===== src/verilog/fbx_pkg.sv =====
// Package for the host-side controller of a parallel pair of ripple-through FIFOs
// Contract
// - In paced mode the host pulses shift-in or shift-out only once the matching flag has become valid.
// - In burst mode the host pulses without looking at the flags, paced only by its own pulse widths; the code also holds both strobes on the fill count.
// - During a burst the host never shifts in more words than the free storage holds.
// - Width grows by paralleling devices and merging their flags through one gate, adding one gate delay.
// - With shift-in held high while empty, the host builds a proper combined ready instead of a plain AND; the host only pulses shift-in and uses a plain AND.
package fbx_pkg;
  localparam int UNIT_W = 4;
  localparam int UNITS = 2;
  localparam int WORD_W = UNIT_W * UNITS;
  localparam int DEPTH = 16;
  localparam int CLK_HZ = 20_000_000;
  localparam int BURST_HZ = 35_000_000;
  // Half a burst period, at least one cycle
  localparam int BURST_HALF_CYC = (CLK_HZ + 2 * BURST_HZ - 1) / (2 * BURST_HZ) < 1 ? 1 :
    (CLK_HZ + 2 * BURST_HZ - 1) / (2 * BURST_HZ);
  localparam int CNT_W = 5;
  typedef struct packed {
    logic [WORD_W-1:0] data;
  } fbx_word_t;
  typedef enum logic {FBX_PACED, FBX_BURST} fbx_mode_t;
endpackage


===== src/verilog/fbx_host.sv =====
// Host controller writing to and reading from two paralleled ripple-through FIFOs
`timescale 1ns/10ps
`default_nettype none
module fbx_host #(
  parameter int DEPTH = fbx_pkg::DEPTH
) (
  input wire logic ref_clk,
  input wire logic srst,
  input wire logic burst_mode,
  input wire logic wr_valid,
  input wire fbx_pkg::fbx_word_t wr_word,
  output logic wr_ready,
  output logic rd_valid,
  output fbx_pkg::fbx_word_t rd_word,
  input wire logic rd_ready,
  output logic shift_in,
  output fbx_pkg::fbx_word_t word_inputs,
  input wire logic [fbx_pkg::UNITS-1:0] in_ready_pins,
  output logic shift_out,
  input wire fbx_pkg::fbx_word_t word_outputs,
  input wire logic [fbx_pkg::UNITS-1:0] output_valid_flag
);
  typedef enum logic [1:0] {FBX_W_IDLE, FBX_W_SETUP, FBX_W_HIGH, FBX_W_LOW} fbx_wst_t;
  typedef enum logic [1:0] {FBX_R_IDLE, FBX_R_HIGH, FBX_R_LOW} fbx_rst_t;
  localparam int HC = fbx_pkg::BURST_HALF_CYC;
  // Fill counter holds DEPTH itself, so one full part can be counted
  localparam int FW = $clog2(DEPTH + 1);

  // Group flag: every unit of the width group must agree
  function automatic logic fbx_all(input logic [fbx_pkg::UNITS-1:0] flags);
    return &flags;
  endfunction

  // Gating term of the current mode for starting a strobe
  function automatic logic fbx_go(input logic mode, input logic flag_ok, input logic count_ok);
    if (mode == fbx_pkg::FBX_BURST) begin
      return count_ok;
    end
    return flag_ok;
  endfunction

  logic [fbx_pkg::UNITS-1:0] irdy_s1, irdy_s2, ovld_s1, ovld_s2;
  fbx_pkg::fbx_word_t q_s1, q_s2;
  fbx_wst_t wst, next_wst;
  fbx_rst_t rst_st, next_rst_st;
  logic [3:0] wtim, next_wtim, rtim, next_rtim;
  logic [FW-1:0] fill, next_fill;
  logic next_shift_in, next_shift_out;
  fbx_pkg::fbx_word_t next_word_inputs;
  fbx_pkg::fbx_word_t buf0, buf1, next_buf0, next_buf1;
  logic [1:0] bcnt, next_bcnt;
  logic group_ready, group_valid, take_w, push_r, pop_r;

  // Pin synchronisers
  always_ff @(posedge ref_clk) begin
    irdy_s1 <= in_ready_pins;
    irdy_s2 <= irdy_s1;
    ovld_s1 <= output_valid_flag;
    ovld_s2 <= ovld_s1;
    // Data is sampled only once settled, so two plain stages suffice
    q_s1 <= word_outputs;
    q_s2 <= q_s1;
  end

  // Combined flags: all members must agree, sampled only after sync
  // Synced flags lag the pins by two cycles after every strobe
  assign group_ready = fbx_all(irdy_s2);
  assign group_valid = fbx_all(ovld_s2);

  // In burst mode the fill count alone keeps writes inside the storage
  assign take_w = (wst == FBX_W_IDLE) && wr_valid && fbx_go(burst_mode, group_ready, fill < FW'(DEPTH));
  // Output word is taken at the end of the high phase of the read strobe
  assign push_r = (rst_st == FBX_R_HIGH) && (rtim == 4'd0);
  assign pop_r = rd_ready && (bcnt != 2'd0);

  // Write strobe sequencing
  always_comb begin
    next_wst = wst;
    next_wtim = wtim;
    next_shift_in = shift_in;
    next_word_inputs = word_inputs;
    unique case (wst)
      FBX_W_IDLE: begin
        if (take_w) begin
          next_word_inputs = wr_word;
          next_wst = FBX_W_SETUP;
        end
      end
      // Word stands a full cycle on the pins before the rising strobe
      FBX_W_SETUP: begin
        next_wst = FBX_W_HIGH;
        next_wtim = 4'(HC);
        next_shift_in = 1'b1;
      end
      FBX_W_HIGH: begin
        if (wtim != 4'd0) begin
          next_wtim = wtim - 4'd1;
        end else begin
          next_shift_in = 1'b0;
          next_wst = FBX_W_LOW;
          next_wtim = 4'(HC);
        end
      end
      FBX_W_LOW: begin
        if (wtim != 4'd0) begin
          next_wtim = wtim - 4'd1;
        end else begin
          next_wst = FBX_W_IDLE;
        end
      end
    endcase
  end

  // Read strobe sequencing; stalls when the two-entry buffer is full
  always_comb begin
    next_rst_st = rst_st;
    next_rtim = rtim;
    next_shift_out = shift_out;
    unique case (rst_st)
      FBX_R_IDLE: begin
        // Burst reads wait for an idle writer, so every counted word has rippled to the outputs
        if ((bcnt < 2'd2 || pop_r) &&
            fbx_go(burst_mode, group_valid, (fill != '0) && (wst == FBX_W_IDLE))) begin
          next_rst_st = FBX_R_HIGH;
          next_rtim = 4'(HC);
          next_shift_out = 1'b1;
        end
      end
      FBX_R_HIGH: begin
        if (rtim != 4'd0) begin
          next_rtim = rtim - 4'd1;
        end else begin
          next_shift_out = 1'b0;
          next_rst_st = FBX_R_LOW;
          // Low phase covers the pop, the ripple and both synchroniser stages
          next_rtim = 4'(HC + 2);
        end
      end
      FBX_R_LOW: begin
        if (rtim != 4'd0) begin
          next_rtim = rtim - 4'd1;
        end else begin
          next_rst_st = FBX_R_IDLE;
        end
      end
    endcase
  end

  // Fill count of the device and the two-entry output buffer
  always_comb begin
    next_fill = fill;
    if (take_w && !push_r) begin
      next_fill = fill + FW'(1);
    end else if (push_r && !take_w) begin
      next_fill = fill - FW'(1);
    end
    next_buf0 = buf0;
    next_buf1 = buf1;
    next_bcnt = bcnt;
    if (pop_r) begin
      next_buf0 = buf1;
      next_bcnt = bcnt - 2'd1;
    end
    if (push_r) begin
      if (next_bcnt == 2'd0) begin
        next_buf0 = q_s2;
      end else begin
        next_buf1 = q_s2;
      end
      next_bcnt = next_bcnt + 2'd1;
    end
  end

  // Write group
  always_ff @(posedge ref_clk) begin
    if (srst) begin
      wst <= FBX_W_IDLE;
      wtim <= 4'h0;
      shift_in <= 1'b0;
      word_inputs <= '0;
      wr_ready <= 1'b0;
    end else begin
      wst <= next_wst;
      wtim <= next_wtim;
      shift_in <= next_shift_in;
      word_inputs <= next_word_inputs;
      wr_ready <= (next_wst == FBX_W_IDLE);
    end
  end

  // Read group
  always_ff @(posedge ref_clk) begin
    if (srst) begin
      rst_st <= FBX_R_IDLE;
      rtim <= 4'h0;
      shift_out <= 1'b0;
    end else begin
      rst_st <= next_rst_st;
      rtim <= next_rtim;
      shift_out <= next_shift_out;
    end
  end

  // Fill count and output buffer group
  always_ff @(posedge ref_clk) begin
    if (srst) begin
      fill <= '0;
      buf0 <= '0;
      buf1 <= '0;
      bcnt <= 2'd0;
      rd_valid <= 1'b0;
      rd_word <= '0;
    end else begin
      fill <= next_fill;
      buf0 <= next_buf0;
      buf1 <= next_buf1;
      bcnt <= next_bcnt;
      rd_valid <= (next_bcnt != 2'd0);
      rd_word <= next_buf0;
    end
  end
endmodule
`default_nettype wire


===== config.mk =====
export PLATFORM = sky130hd
export DESIGN_NAME = fbx_host
export DESIGN_NICKNAME = d
export VERILOG_FILES = /design/src/verilog/fbx_pkg.sv /design/src/verilog/fbx_host.sv
export SDC_FILE = /design/constraint.sdc
export NUM_CORES = 1
export LEC_CHECK = 0
export BUFFER_PORTS_ARGS = -buffer_cell sky130_fd_sc_hd__buf_2
export CAP_MARGIN = 25
export CORE_MARGIN = 2
export CORE_UTILIZATION = 55
export DETAILED_ROUTE_END_ITERATION = 10
export GPL_TIMING_DRIVEN = 0
export PLACE_DENSITY = 0.78
export SKIP_LAST_GASP = 1
export SLEW_MARGIN = 20
export SYNTH_ARGS = -nofsm -noshare
export SYNTH_HDL_FRONTEND = slang
export SYNTH_SLANG_ARGS = --single-unit

===== constraint.sdc =====
create_clock -name ref_clk -period 3.8 [get_ports ref_clk]
set_input_delay 0.95 -clock ref_clk [delete_from_list [all_inputs] [get_ports ref_clk]]
set_output_delay 0.95 -clock ref_clk [all_outputs]
set_load 0.03 [all_outputs]

Yosys cells after proc, flatten, opt, wreduce, memory -nomap -nowiden --
Cells that the tools add are included.
Storage, ports and cells: logic and storage cells 107, input bits 25, output and inout bits 20, register bits 71
Cells by class: reductions and logical operators 34, $lt $le $gt $ge 2, add/sub/neg operators 6, eq/ne operators 11, bitwise gates (word level) 1, multiplexer cells 34
Operators with widths (count):
- $mux 8 | 3
- $pmux 4 s3 | 2
- $mux 4 | 5
- $mux 2 | 8
- $reduce_and 2->1 | 7
- $ne 2x2->1 const B | 6
- $mux 1 | 10
- $mux 5 | 2
- $reduce_bool 2->1 | 5
- $logic_and 1x1->1 | 8
- $logic_not 2->1 | 4
- $pmux 2 s4 | 1
- $reduce_bool 4->1 | 2
- $sub 4x1->4 const B | 2
- $eq 2x2->1 const B | 3
- $pmux 2 s3 | 1
- $reduce_and 3->1 | 2
- $add 5x1->5 const B | 1
- $lt 5x5->1 const B | 1
- $reduce_bool 5->1 | 1
- $sub 5x1->5 const B | 1
- $eq 2x1->1 const B | 2
- $logic_not 4->1 | 1
- $pmux 1 s2 | 2
- other kinds (7) | 8

Logic depth before layout (Yosys ltp) --
Gate-level depths: netlist of run 1.
depth in word-level cells 8, depth in mapped cells 13, depth with buffers taken out 12

Worst setup path before layout of run 1 --
OpenSTA, ideal clock, no wires.
path type input-to-reg, start input port burst_mode, end register fill[4], required time 3.729 ns, setup time 0.071 ns, stages 11, path slack 0.728 ns, arrival 3.001 ns, buffers on the path 1, cells stage by stage nand3b_1 a21oi_1 buf_2 ha_1 inv_1 fa_1 a21o_1 a21oi_1 xnor2_1 or3_1 a21oi_1
On the way: longest elaborated chain between the ends 6, elaborated cells on any way between the ends 8, those cells by class mux (3); reduce/logical (5)
Ends and longest elaborated chain:
- start: declaration | line fbx_host.sv:9 | input wire logic burst_mode,
- $mux 1 (*) | line fbx_host.sv:36 | if (mode == fbx_pkg::FBX_BURST) begin
- $mux 1 (*) | line fbx_host.sv:39 | return flag_ok;
- $logic_and 1x1->1 (*) | line fbx_host.sv:71 | assign take_w = (wst == FBX_W_IDLE) && wr_valid && fbx_go(burst_mode, group_ready, fill < FW'(DEPTH));
- $logic_not 1->1 | line fbx_host.sv:154 | end else if (push_r && !take_w) begin
- $logic_and 1x1->1 | line fbx_host.sv:154
- $reduce_bool 2->1 (no source line)
- end signal: assignment | line fbx_host.sv:214 | fill <= next_fill;
- end: declaration | line fbx_host.sv:47 | logic [FW-1:0] fill, next_fill;
Mark *: on every way between the ends. The rest lies on a longest branch, timed or not. A chain may end at the register's enable or synchronous reset.

Worst setup path after layout of run 1 --
start register rst_st[1], end register fill[4]
On the way: longest elaborated chain between the ends 5, elaborated cells on any way between the ends 7, those cells by class eq/ne (1); mux (1); reduce/logical (5)
Ends and longest elaborated chain:
- start: declaration | line fbx_host.sv:45 | fbx_rst_t rst_st, next_rst_st;
- start signal: assignment | line fbx_host.sv:198 | rst_st <= next_rst_st;
- $eq 2x1->1 (*) | line fbx_host.sv:73 | assign push_r = (rst_st == FBX_R_HIGH) && (rtim == 4'd0);
- $logic_and 1x1->1 (*) | line fbx_host.sv:73
- $logic_not 1->1 | line fbx_host.sv:152 | if (take_w && !push_r) begin
- $logic_and 1x1->1 | line fbx_host.sv:152
- $mux 5 / $reduce_bool 2->1 (equally long branches)
Marked as above.

==> results of run 1 <==
-- critical path, delay by kind of cell, from the launching register on --
| family | cells | cell delay, ps |
|---|---|---|
| adders and majority gates | 3 | 880 |
| buffers and inverters | 4 | 790 |
| AOI/OAI and AO/OA | 3 | 500 |
| and+or+nand+nor | 2 | 420 |
| DFF | 1 | 350 |
| xor gates and xnor gates | 1 | 90 |
-- synthesized netlist by cell type (all sizes together), types with 2 or more instances --
cell	n
nor3b	3
o211ai	2
a211oi	11
o2bb2ai	2
nand2	18
dfxtp	71
a21o	3
mux2i	19
inv	14
nor2	35
o31ai	3
nor3	6
a21oi	19
ha	19
xnor2	6
xor2	2
nor2b	2
clkbuf	8
nand2b	5
or3	2
o22ai	3
buf	4
o21a	2
o21ai	13
and2	4
-- area by class of cell --
type                            count  area share, %
Sequential cell                    71           42.1
Multi-Input combinational cell    192           39.7
Timing Repair Buffer               43           6.38
Clock buffer                        9           3.67
Tap cell                           70           2.60
Clock inverter                      7           2.41
Inverter                           15           1.67
Buffer                             12           1.45
-- power by group through the flow --
stage | Clock, µW | Sequential, µW | Combinational (µW)
after CTS | 629 | 964 | 1030
after detailed placement | 0 | 979 | 1010
after global placement | 0 | 975 | 977
after floorplan | 0 | 1070 | 692
final | 618 | 963 | 1020
after global routing | 660 | 982 | 1140
-- worst max path at each step --
stage                     startpoint       to  slack [ps]  depth (start not counted)
after floorplan           burst_mode  fill[4]         730                         11
after global placement    burst_mode  fill[4]         390                         12
after detailed placement  burst_mode  fill[4]         390                         12
after CTS                  rst_st[1]  fill[4]         680                         13
after global routing       rst_st[1]  fill[4]         510                         13
final                      rst_st[1]  fill[4]         710                         13
-- registers in the layout, indices dropped and copies added, names as in the netlist, 4 cells and up --
name	flops
buf0	8
buf1	8
q_s1	8
q_s2	8
word_inputs	8
fill	5
rtim	4
wtim	4
-- metrics by stage --
stage / hold WS [ps] / setup WS, ps / power, µW / cell area, µm²
finish: 330 / 709 / 2600 / 3370
global route: 332 / 506 / 2780 / 3370
CTS: 331 / 682 / 2620 / 3370
detailed placement: 312 / 390 / 1990 / 3170
global placement: 311 / 392 / 1950 / 3170
floorplan: 310 / 728 / 1760 / 2870
-- cell families (layout without fill, tap and decap cells) --
family          count (synthesis)  in the layout  synth area share, %
mux                            20             20                 7.03
simple gates                   82             82                 14.4
xor+xnor                        8              8                 2.45
buf+inv                        27             86                 3.67
flops                          71             71                 49.6
compound gates                 62             62                 13.8
fa+ha+maj                      20             20                 9.00
-- layer usage --
layer  routed length, µm  part of all wire [%]  vias to the layer above
met3                 232                   4.1                       16
met1                2410                    43                     1037
met2                2830                    50                       42
met4                 134                   2.4                        0
li1                    -                     -                     1104
met5                   0                     0                        -
==> metrics.cfg, run 1 <==
[yosys]
yosys_register_bits = 71
yosys.area.top_type = dfxtp_1
ys_types = 45
yosysSeqAreaShare_pct = 49.6
synth_fp_nets = 335
synth_top_area_share_pct = 49.6
synthFlopType = dfxtp_1
syn_area_um2 = 2870
ys_warn_count = 0
synth_edf_count = 0
syn-mean-instance-area_um2 = 9.88
ys_top_cells_by_area = dfxtp_1 50%, ha_1 8.3%, mux2i_1 6.6%, nor2_1 4.6%, a21oi_1 3.3%
synth_cells = 290
synthArstFlopShare_pct = 0

[global_route]
antenna_found_initial = 0
grt_pass1_wl_um = 9460
grtUsageMet1_pct = 22.2
grt_pass1_vias = 2159
met3_usage_pct = 7.11
met2_usage_pct = 36.3
top_usage_layer = met2
grt_max_degree = 15
grt.overflow.total = 0
grtUsageTotal_pct = 20.7

[placement]
dp_hpwl_um = 3880
portBuffers = 43
gp_congestion = 0.815
dp.cells = 403

[power]
p_clk_share_pct = 23.8
p_sw_share_pct = 38.7
seqPwrFrac_pct = 37.0
p_sw_uw = 1010
vdd_ir_drop_max_mv = 0.463
power_density_nw_per_um2 = 772
p_leak_uw = 0.00148
p_comb_share_pct = 39.3
p_int_uw = 1600

[cts]
cts_hold_buf = 0
clkSlewWorstSetupHoldPaths_ps = 80
cts_root_buf = clkbuf_8
max-clock-path-buffers = 2
clkSinkCount = 71
cts_buffers = 9
tritoncts = yes
h-tree-depth = 3
cts-resized-gates = 0
post_cts_buffers = 0
clk_latency_ps = 350

[worst_setup_path]
r2r-start = rst_st[1]
crit_path_max_incr_delay_ps = 410
reg2reg_slack_ps = 710
worstPathMaxFanout = 10
cp-end-kind = register
worstPathCellList = inv_1, ha_1, nand4bb_1, clkbuf_1, buf_2, ha_1, inv_1, fa_1, a21o_1, a21oi_1, xnor2_1, or3_1, a21oi_1
worstReg2RegEnd = fill[4]
cp_slowest_cell = fa_1
critPathRequiredTime_ps = 4090
cp.arrival_ps = 3380
ff2ff_path_depth = 13
crit_type = register to register
startpoint_type = register

[sta]
grt_setup_unrepaired = no
fin_crit_sh_pct = 81.3
layout_min_cycle_time_ps = 3090
slew_headroom_pct = 58.9
setup_tns_ps = 0
timing.fmax_mhz = 323
skew_ps = 7.97
drv_slew = 0
finalHoldViolations = 0
setup-violations-final = 0
worst_slew_pin_slew_ps = 614

[detailed_routing]
wl_per_cell_um = 13.4
via_per_inst = 5.25
vias = 2199
wirelength_um = 5600
drc = 0
drt_iter0_drc = 93
ant_nets = 0
firstDrtPassIters = 4

[floorplanning]
dieArea_um2 = 5800
die-width_um = 76.2
rows = 26
core_um2 = 5070
start_util_pct = 56.5
ioPinCount = 45
die_h_um = 76.2

[layout]
n_fill_cell = 427
final_cell_mix = 71 x dfxtp_1, 46 x buf_2, 35 x nor2_1
final_core_util_pct = 66.5
nets = 389
multi_input_comb_area_um2 = 1340
syn_to_final_growth_pct = 17.7
final_common_cell = dfxtp_1
seqCellArea_um2 = 1420
stdcell_count = 419
drive_gt1_share_pct = 19.8
n_antenna_cell = 0

[job]
cap_viol_max_count = 0

[hold_path]
holdPathEnd = q_s2[2]
min_path_cells = 0
worstHoldStart = q_s1[2]
hold_class = register to register

[run_status]
outcome = completed

Power figures use the tool's default switching activity.
==> run 2: changes to the inputs <==
--- a/config.mk
+++ b/config.mk
@@ -8,10 +8,10 @@
 export BUFFER_PORTS_ARGS = -buffer_cell sky130_fd_sc_hd__buf_2
 export CAP_MARGIN = 25
 export CORE_MARGIN = 2
-export CORE_UTILIZATION = 55
+export CORE_UTILIZATION = 50
 export DETAILED_ROUTE_END_ITERATION = 10
 export GPL_TIMING_DRIVEN = 0
-export PLACE_DENSITY = 0.78
+export PLACE_DENSITY = 0.75
 export SKIP_LAST_GASP = 1
 export SLEW_MARGIN = 20
 export SYNTH_ARGS = -nofsm -noshare
==> constraint.sdc (replaced) <==
create_clock -name ref_clk -period 2.8 [get_ports ref_clk]
set_input_delay 0.7 -clock ref_clk [delete_from_list [all_inputs] [get_ports ref_clk]]
set_output_delay 0.7 -clock ref_clk [all_outputs]
set_load 0.03 [all_outputs]
==> metrics.cfg, run 2 (synthesis results as in run 1) <==
[power]
p_sw_uw = 1360  ; +35%
p_clk_share_pct = 23.6  ; -0.2 points
seqPwrFrac_pct = 35.8  ; -1.2 points
p_leak_uw = 0.00152  ; +2.9%
p_comb_share_pct = 40.6  ; +1.3 points
power_density_nw_per_um2 = 1050  ; +36%
power_uw = 3660  ; +40%
p_sw_share_pct = 37.3  ; -1.4 points
p_int_uw = 2290  ; +44%
vdd_ir_drop_max_mv = 0.629  ; +36%

[cts]
max-clock-path-buffers = 2  ; unchanged
clkSinkCount = 71  ; unchanged
clkSlewWorstSetupHoldPaths_ps = 80  ; about the same
clk_latency_ps = 350  ; about the same
cts_root_buf = clkbuf_8
tritoncts = yes
cts_buffers = 9  ; unchanged
cts_hold_buf = 0  ; unchanged
h-tree-depth = 3  ; unchanged

[layout]
final_cell_mix = 71 x dfxtp_1, 44 x buf_2, 35 x nor2_1
drive_gt1_share_pct = 24.2  ; +4.5 points
n_antenna_cell = 0  ; unchanged
n_fill_cell = 444  ; +4.0%
final_common_cell = dfxtp_1
syn_to_final_growth_pct = 21.6
seqCellArea_um2 = 1420  ; unchanged
multi_input_comb_area_um2 = 1370  ; +2.6%
stdcell_count = 427  ; +1.9%
fin_area_um2 = 3480  ; +3.3%
nets = 395  ; +1.5%

[sta]
timing.fmax_mhz = 380  ; +18%
slew_headroom_pct = 61.6  ; +2.7 points
fin_crit_sh_pct = 93.9  ; +13 points
whs_ps = 329  ; -1.42 ps
layout_min_cycle_time_ps = 2630  ; -462 ps
finalHoldViolations = 0  ; unchanged
drv_slew = 0  ; unchanged
skew_ps = 8.33  ; +0.363 ps
worst_slew_pin_slew_ps = 573  ; -40.2 ps
setup-violations-final = 0  ; unchanged

[worst_setup_path]
crit_path_max_incr_delay_ps = 390  ; -20 ps
cp_slowest_cell = fa_1
cpMostUsedCell = a21oi_1
worstPathMaxFanout = 5  ; -5
worstPathCellList = inv_1, ha_1, nand2_1, a21oi_2, buf_6, ha_2, inv_2, fa_1, a21o_1, a21oi_1, xnor2_1, or3_1, a21oi_1
startpoint_type = register
cp-end-kind = register
cp.arrival_ps = 2900  ; -480 ps
cp.buffers_inverters = 3  ; -1
critPathTopFamily = adder cells
critPathRequiredTime_ps = 3070  ; -1020 ps
crit_type = register to register

[global_route]
top_usage_layer = met2
met2_usage_pct = 31.1  ; -5.2 points
grt_max_degree = 14  ; -1
grt_pass1_vias = 2064  ; -4.4%
grt.overflow.total = 0  ; unchanged
grt_pass1_wl_um = 9220  ; -2.5%
met3_usage_pct = 6.90  ; -0.21 points
grtUsageTotal_pct = 19.1  ; -1.6 points
grtUsageMet1_pct = 22.4  ; +0.27 points
antenna_found_initial = 0  ; unchanged

[floorplanning]
dieArea_um2 = 6350  ; +9.5%
start_util_pct = 52.0  ; -4.4 points
die-width_um = 79.7  ; +4.6%
core_um2 = 5510  ; +8.5%
rows = 27  ; +3.8%
ioPinCount = 45  ; unchanged
die_h_um = 79.7  ; +4.6%

[placement]
dp.cells = 405  ; +0.50%
gp_congestion = 0.832  ; +2.1%
post_dp_cell_area_um2 = 3170  ; +0.16%
dp_hpwl_um = 3810  ; -1.8%
portBuffers = 43  ; unchanged

[job]
cap_viol_max_count = 0  ; unchanged

[detailed_routing]
firstDrtPassIters = 4  ; unchanged
wl_per_cell_um = 13.1  ; -2.4%
drc = 0  ; unchanged
drt_iter0_drc = 104  ; +12%
vias = 2167  ; -1.5%
ant_nets = 0  ; unchanged
wirelength_um = 5580  ; -0.50%
via_per_inst = 5.07  ; -3.3%

[run_status]
outcome = completed

[hold_path]
hold_class = register to register

[run 2: layout make-up]
cell class                      instances  area share, %
Sequential cell                        71           40.8
Multi-Input combinational cell        192           39.4
Timing Repair Buffer                   52           8.12
Clock buffer                           11           4.35
Tap cell                               72           2.59
Clock inverter                          5           1.83
Inverter                               15           1.62
Buffer                                  9           1.26
[run 2: repair_timing]
item / 4_1_cts / 5_1_grt
buffers inserted: 0 / 9
pin swaps: 0 / 1
gates resized for setup: 3 / 10
setup endpoints to repair: 9 / 10
[run 2: through the flow]
stage,TNS [ps],util (%),setup WS [ps]
6_report,0,63.3,171
5_1_grt,-31.1,63.3,-31.1
4_1_cts,-68.2,61.6,-68.2
3_5_place_dp,-2540,57.6,-310
3_3_place_gp,-2360,57.6,-278
2_1_floorplan,0,-,45.9
[run 2: worst paths after layout]
check,start,end,slack (ps),cells after the start
max reg2reg,wst[1],fill[4],170,13
max,wst[1],fill[4],170,13
min,q_s1[2],q_s2[2],330,0
min reg2reg,q_s1[2],q_s2[2],330,0
[run 2: worst register-to-register path: stages (launching register included)]
cell     delay, ps
dfxtp_1        360
inv_1          120
ha_1           190
nand2_1         80
a21oi_2        140
buf_6          130
ha_2           190
inv_2           60
fa_1           390
a21o_1         170
a21oi_1        190
xnor2_1         90
or3_1          300
a21oi_1        130
[run 2: power groups by stage]
stage	clock [µW]	sequential, µW	combinational, µW
floorplan	0	1450	940
global placement	0	1320	1330
detailed placement	0	1330	1370
CTS	883	1310	1400
global route	929	1330	1650
finish	862	1310	1480
[run 2: metal layers]
| layer | part of all wire [%] | vias up | routed length [µm] |
|---|---|---|---|
| met3 | 4.6 | 10 | 257 |
| met1 | 46 | 996 | 2540 |
| li1 | - | 1112 | - |
| met5 | 0 | - | 0 |
| met2 | 48 | 49 | 2690 |
| met4 | 1.6 | 0 | 91 |
==> run 3: changes to the inputs <==
--- a/config.mk
+++ b/config.mk
@@ -12,6 +12,7 @@
 export DETAILED_ROUTE_END_ITERATION = 10
 export GPL_TIMING_DRIVEN = 0
 export PLACE_DENSITY = 0.75
+export RECOVER_POWER = 50
 export SKIP_LAST_GASP = 1
 export SLEW_MARGIN = 20
 export SYNTH_ARGS = -nofsm -noshare
==> metrics.cfg, run 3 (synthesis results as in run 1) <==
[run_status]
outcome = completed

[worst_setup_path]
worstPathMaxFanout = 5  ; unchanged
startpoint_type = register
critPathTopFamily = adder cells
ff2ff_path_depth = 13  ; unchanged
cp.depth = 13  ; unchanged
cp.buffers_inverters = 3  ; unchanged
cp.arrival_ps = 2900  ; about the same
cp-end-kind = register
worstPathCellList = inv_1, ha_1, nand2_1, a21oi_2, buf_6, ha_2, inv_2, fa_1, a21o_1, a21oi_1, xnor2_1, or3_1, a21oi_1
critPathRequiredTime_ps = 3070  ; about the same
crit_type = register to register
cpMostUsedCell = a21oi_1
cp_slowest_cell = fa_1
crit_path_max_incr_delay_ps = 390  ; about the same

[cts]
cts_root_buf = clkbuf_8
max-clock-path-buffers = 2  ; unchanged
clkSlewWorstSetupHoldPaths_ps = 80  ; about the same
tritoncts = yes
clk_latency_ps = 340  ; about the same
clkSinkCount = 71  ; unchanged
h-tree-depth = 3  ; unchanged
cts_hold_buf = 0  ; unchanged
cts_buffers = 9  ; unchanged

[floorplanning]
die-width_um = 79.7  ; unchanged
start_util_pct = 52.0  ; unchanged
dieArea_um2 = 6350  ; unchanged
core_um2 = 5510  ; unchanged
rows = 27  ; unchanged
die_h_um = 79.7  ; unchanged
ioPinCount = 45  ; unchanged

[job]
cap_viol_max_count = 0  ; unchanged

[power]
p_sw_share_pct = 37.3  ; about the same
p_sw_uw = 1360  ; -0.32%
p_int_uw = 2290  ; -0.24%
p_comb_share_pct = 40.5  ; about the same
seqPwrFrac_pct = 35.9  ; about the same
p_clk_share_pct = 23.6  ; about the same
p_leak_uw = 0.00151  ; -0.63%
vdd_ir_drop_max_mv = 0.628  ; -0.20%
power_density_nw_per_um2 = 1050  ; about the same

[sta]
skew_ps = 7.67  ; -0.668 ps
whs_ps = 330  ; +0.784 ps
timing.fmax_mhz = 381  ; about the same
setup_tns_ps = 0  ; unchanged
fin_crit_sh_pct = 93.8  ; about the same
finalHoldViolations = 0  ; unchanged
worst_slew_pin_slew_ps = 669  ; +95.4 ps
setup-violations-final = 0  ; unchanged
drv_slew = 0  ; unchanged
slew_headroom_pct = 55.3  ; -6.3 points
layout_min_cycle_time_ps = 2630  ; -1.18 ps

[detailed_routing]
vias = 2178  ; +0.51%
ant_nets = 0  ; unchanged
firstDrtPassIters = 4  ; unchanged
via_per_inst = 5.10  ; +0.51%
drc = 0  ; unchanged
wl_per_cell_um = 13.0  ; -0.43%
drt_iter0_drc = 78  ; -25%
wirelength_um = 5550  ; -0.43%

[layout]
n_antenna_cell = 0  ; unchanged
drive_gt1_share_pct = 23.4  ; -0.85 points
nets = 395  ; unchanged
multi_input_comb_area_um2 = 1370  ; -0.36%
seqCellArea_um2 = 1420  ; unchanged
final_core_util_pct = 63.1  ; -0.14 points
final_cell_mix = 71 x dfxtp_1, 42 x buf_2, 35 x nor2_1
syn_to_final_growth_pct = 21.3
final_common_cell = dfxtp_1
n_fill_cell = 444  ; unchanged

[global_route]
grt.overflow.total = 0  ; unchanged
antenna_found_initial = 0  ; unchanged
grt_max_degree = 14  ; unchanged
grt_pass1_vias = 2064  ; unchanged
grtUsageTotal_pct = 19.1  ; unchanged
grt_pass1_wl_um = 9220  ; unchanged

[placement]
gp_congestion = 0.832  ; unchanged
dp_hpwl_um = 3810  ; unchanged
portBuffers = 43  ; unchanged

[hold_path]
min_path_cells = 0  ; unchanged
hold_class = register to register

==> run 3: changes by cell type in the layout (fill, tap and decap cells not counted) <==
cell,before,now
buf_2,44,42
clkbuf_1,5,7
nor3b_1,1,2
nor3b_2,2,1
==> run 3: final timing paths <==
check	slack [ps]	endpoint	from
hold reg to reg	330	q_s2[2]	q_s1[2]
setup / recovery	170	fill[4]	wst[1]
setup reg to reg	170	fill[4]	wst[1]
hold / removal	330	q_s2[2]	q_s1[2]
==> run 3: repair_timing <==
item,in CTS,in global routing
buffers inserted,0,9
endpoints found under the setup margin,9,10
resized for setup,3,10
pin swaps,0,1
==> run 3: per-stage QoR <==
| stage | std cells | total power [µW] | instance area, µm² | setup slack, ps |
|---|---|---|---|---|
| 3_5_place_dp | 405 | 2700 | 3170 | -310 |
| 4_1_cts | 419 | 3590 | 3390 | -68.2 |
| 6_report | 427 | 3650 | 3480 | 172 |
| 3_3_place_gp | 405 | 2650 | 3170 | -278 |
| 5_1_grt | 427 | 3900 | 3480 | -31.1 |
| 2_1_floorplan | 290 | 2390 | 2870 | 45.9 |
==> run 3: cell type report <==
class / instances / share of cell area (%)
Buffer: 9 / 1.26
Tap cell: 72 / 2.59
Sequential cell: 71 / 40.9
Multi-Input combinational cell: 192 / 39.4
Clock buffer: 11 / 4.36
Timing Repair Buffer: 52 / 8.06
Clock inverter: 5 / 1.84
Inverter: 15 / 1.62
==> run 3: metal layers <==
metal / global-route usage (%) / routed length [µm] / up-vias / share of wire (%)
li1: - / - / 1111 / -
met1: 22.4 / 2550 / 1006 / 46
met2: 31.1 / 2680 / 53 / 48
met3: 6.90 / 227 / 8 / 4.1
met4: 8.62 / 91 / 0 / 1.6
met5: 0 / 0 / - / 0
==> run 3: power groups by stage <==
stage          Combinational, µW  Clock (µW)  Sequential, µW
2_1_floorplan                940           0            1450
3_3_place_gp                1330           0            1320
3_5_place_dp                1370           0            1330
4_1_cts                     1400         883            1310
5_1_grt                     1640         929            1330
6_report                    1480         860            1310
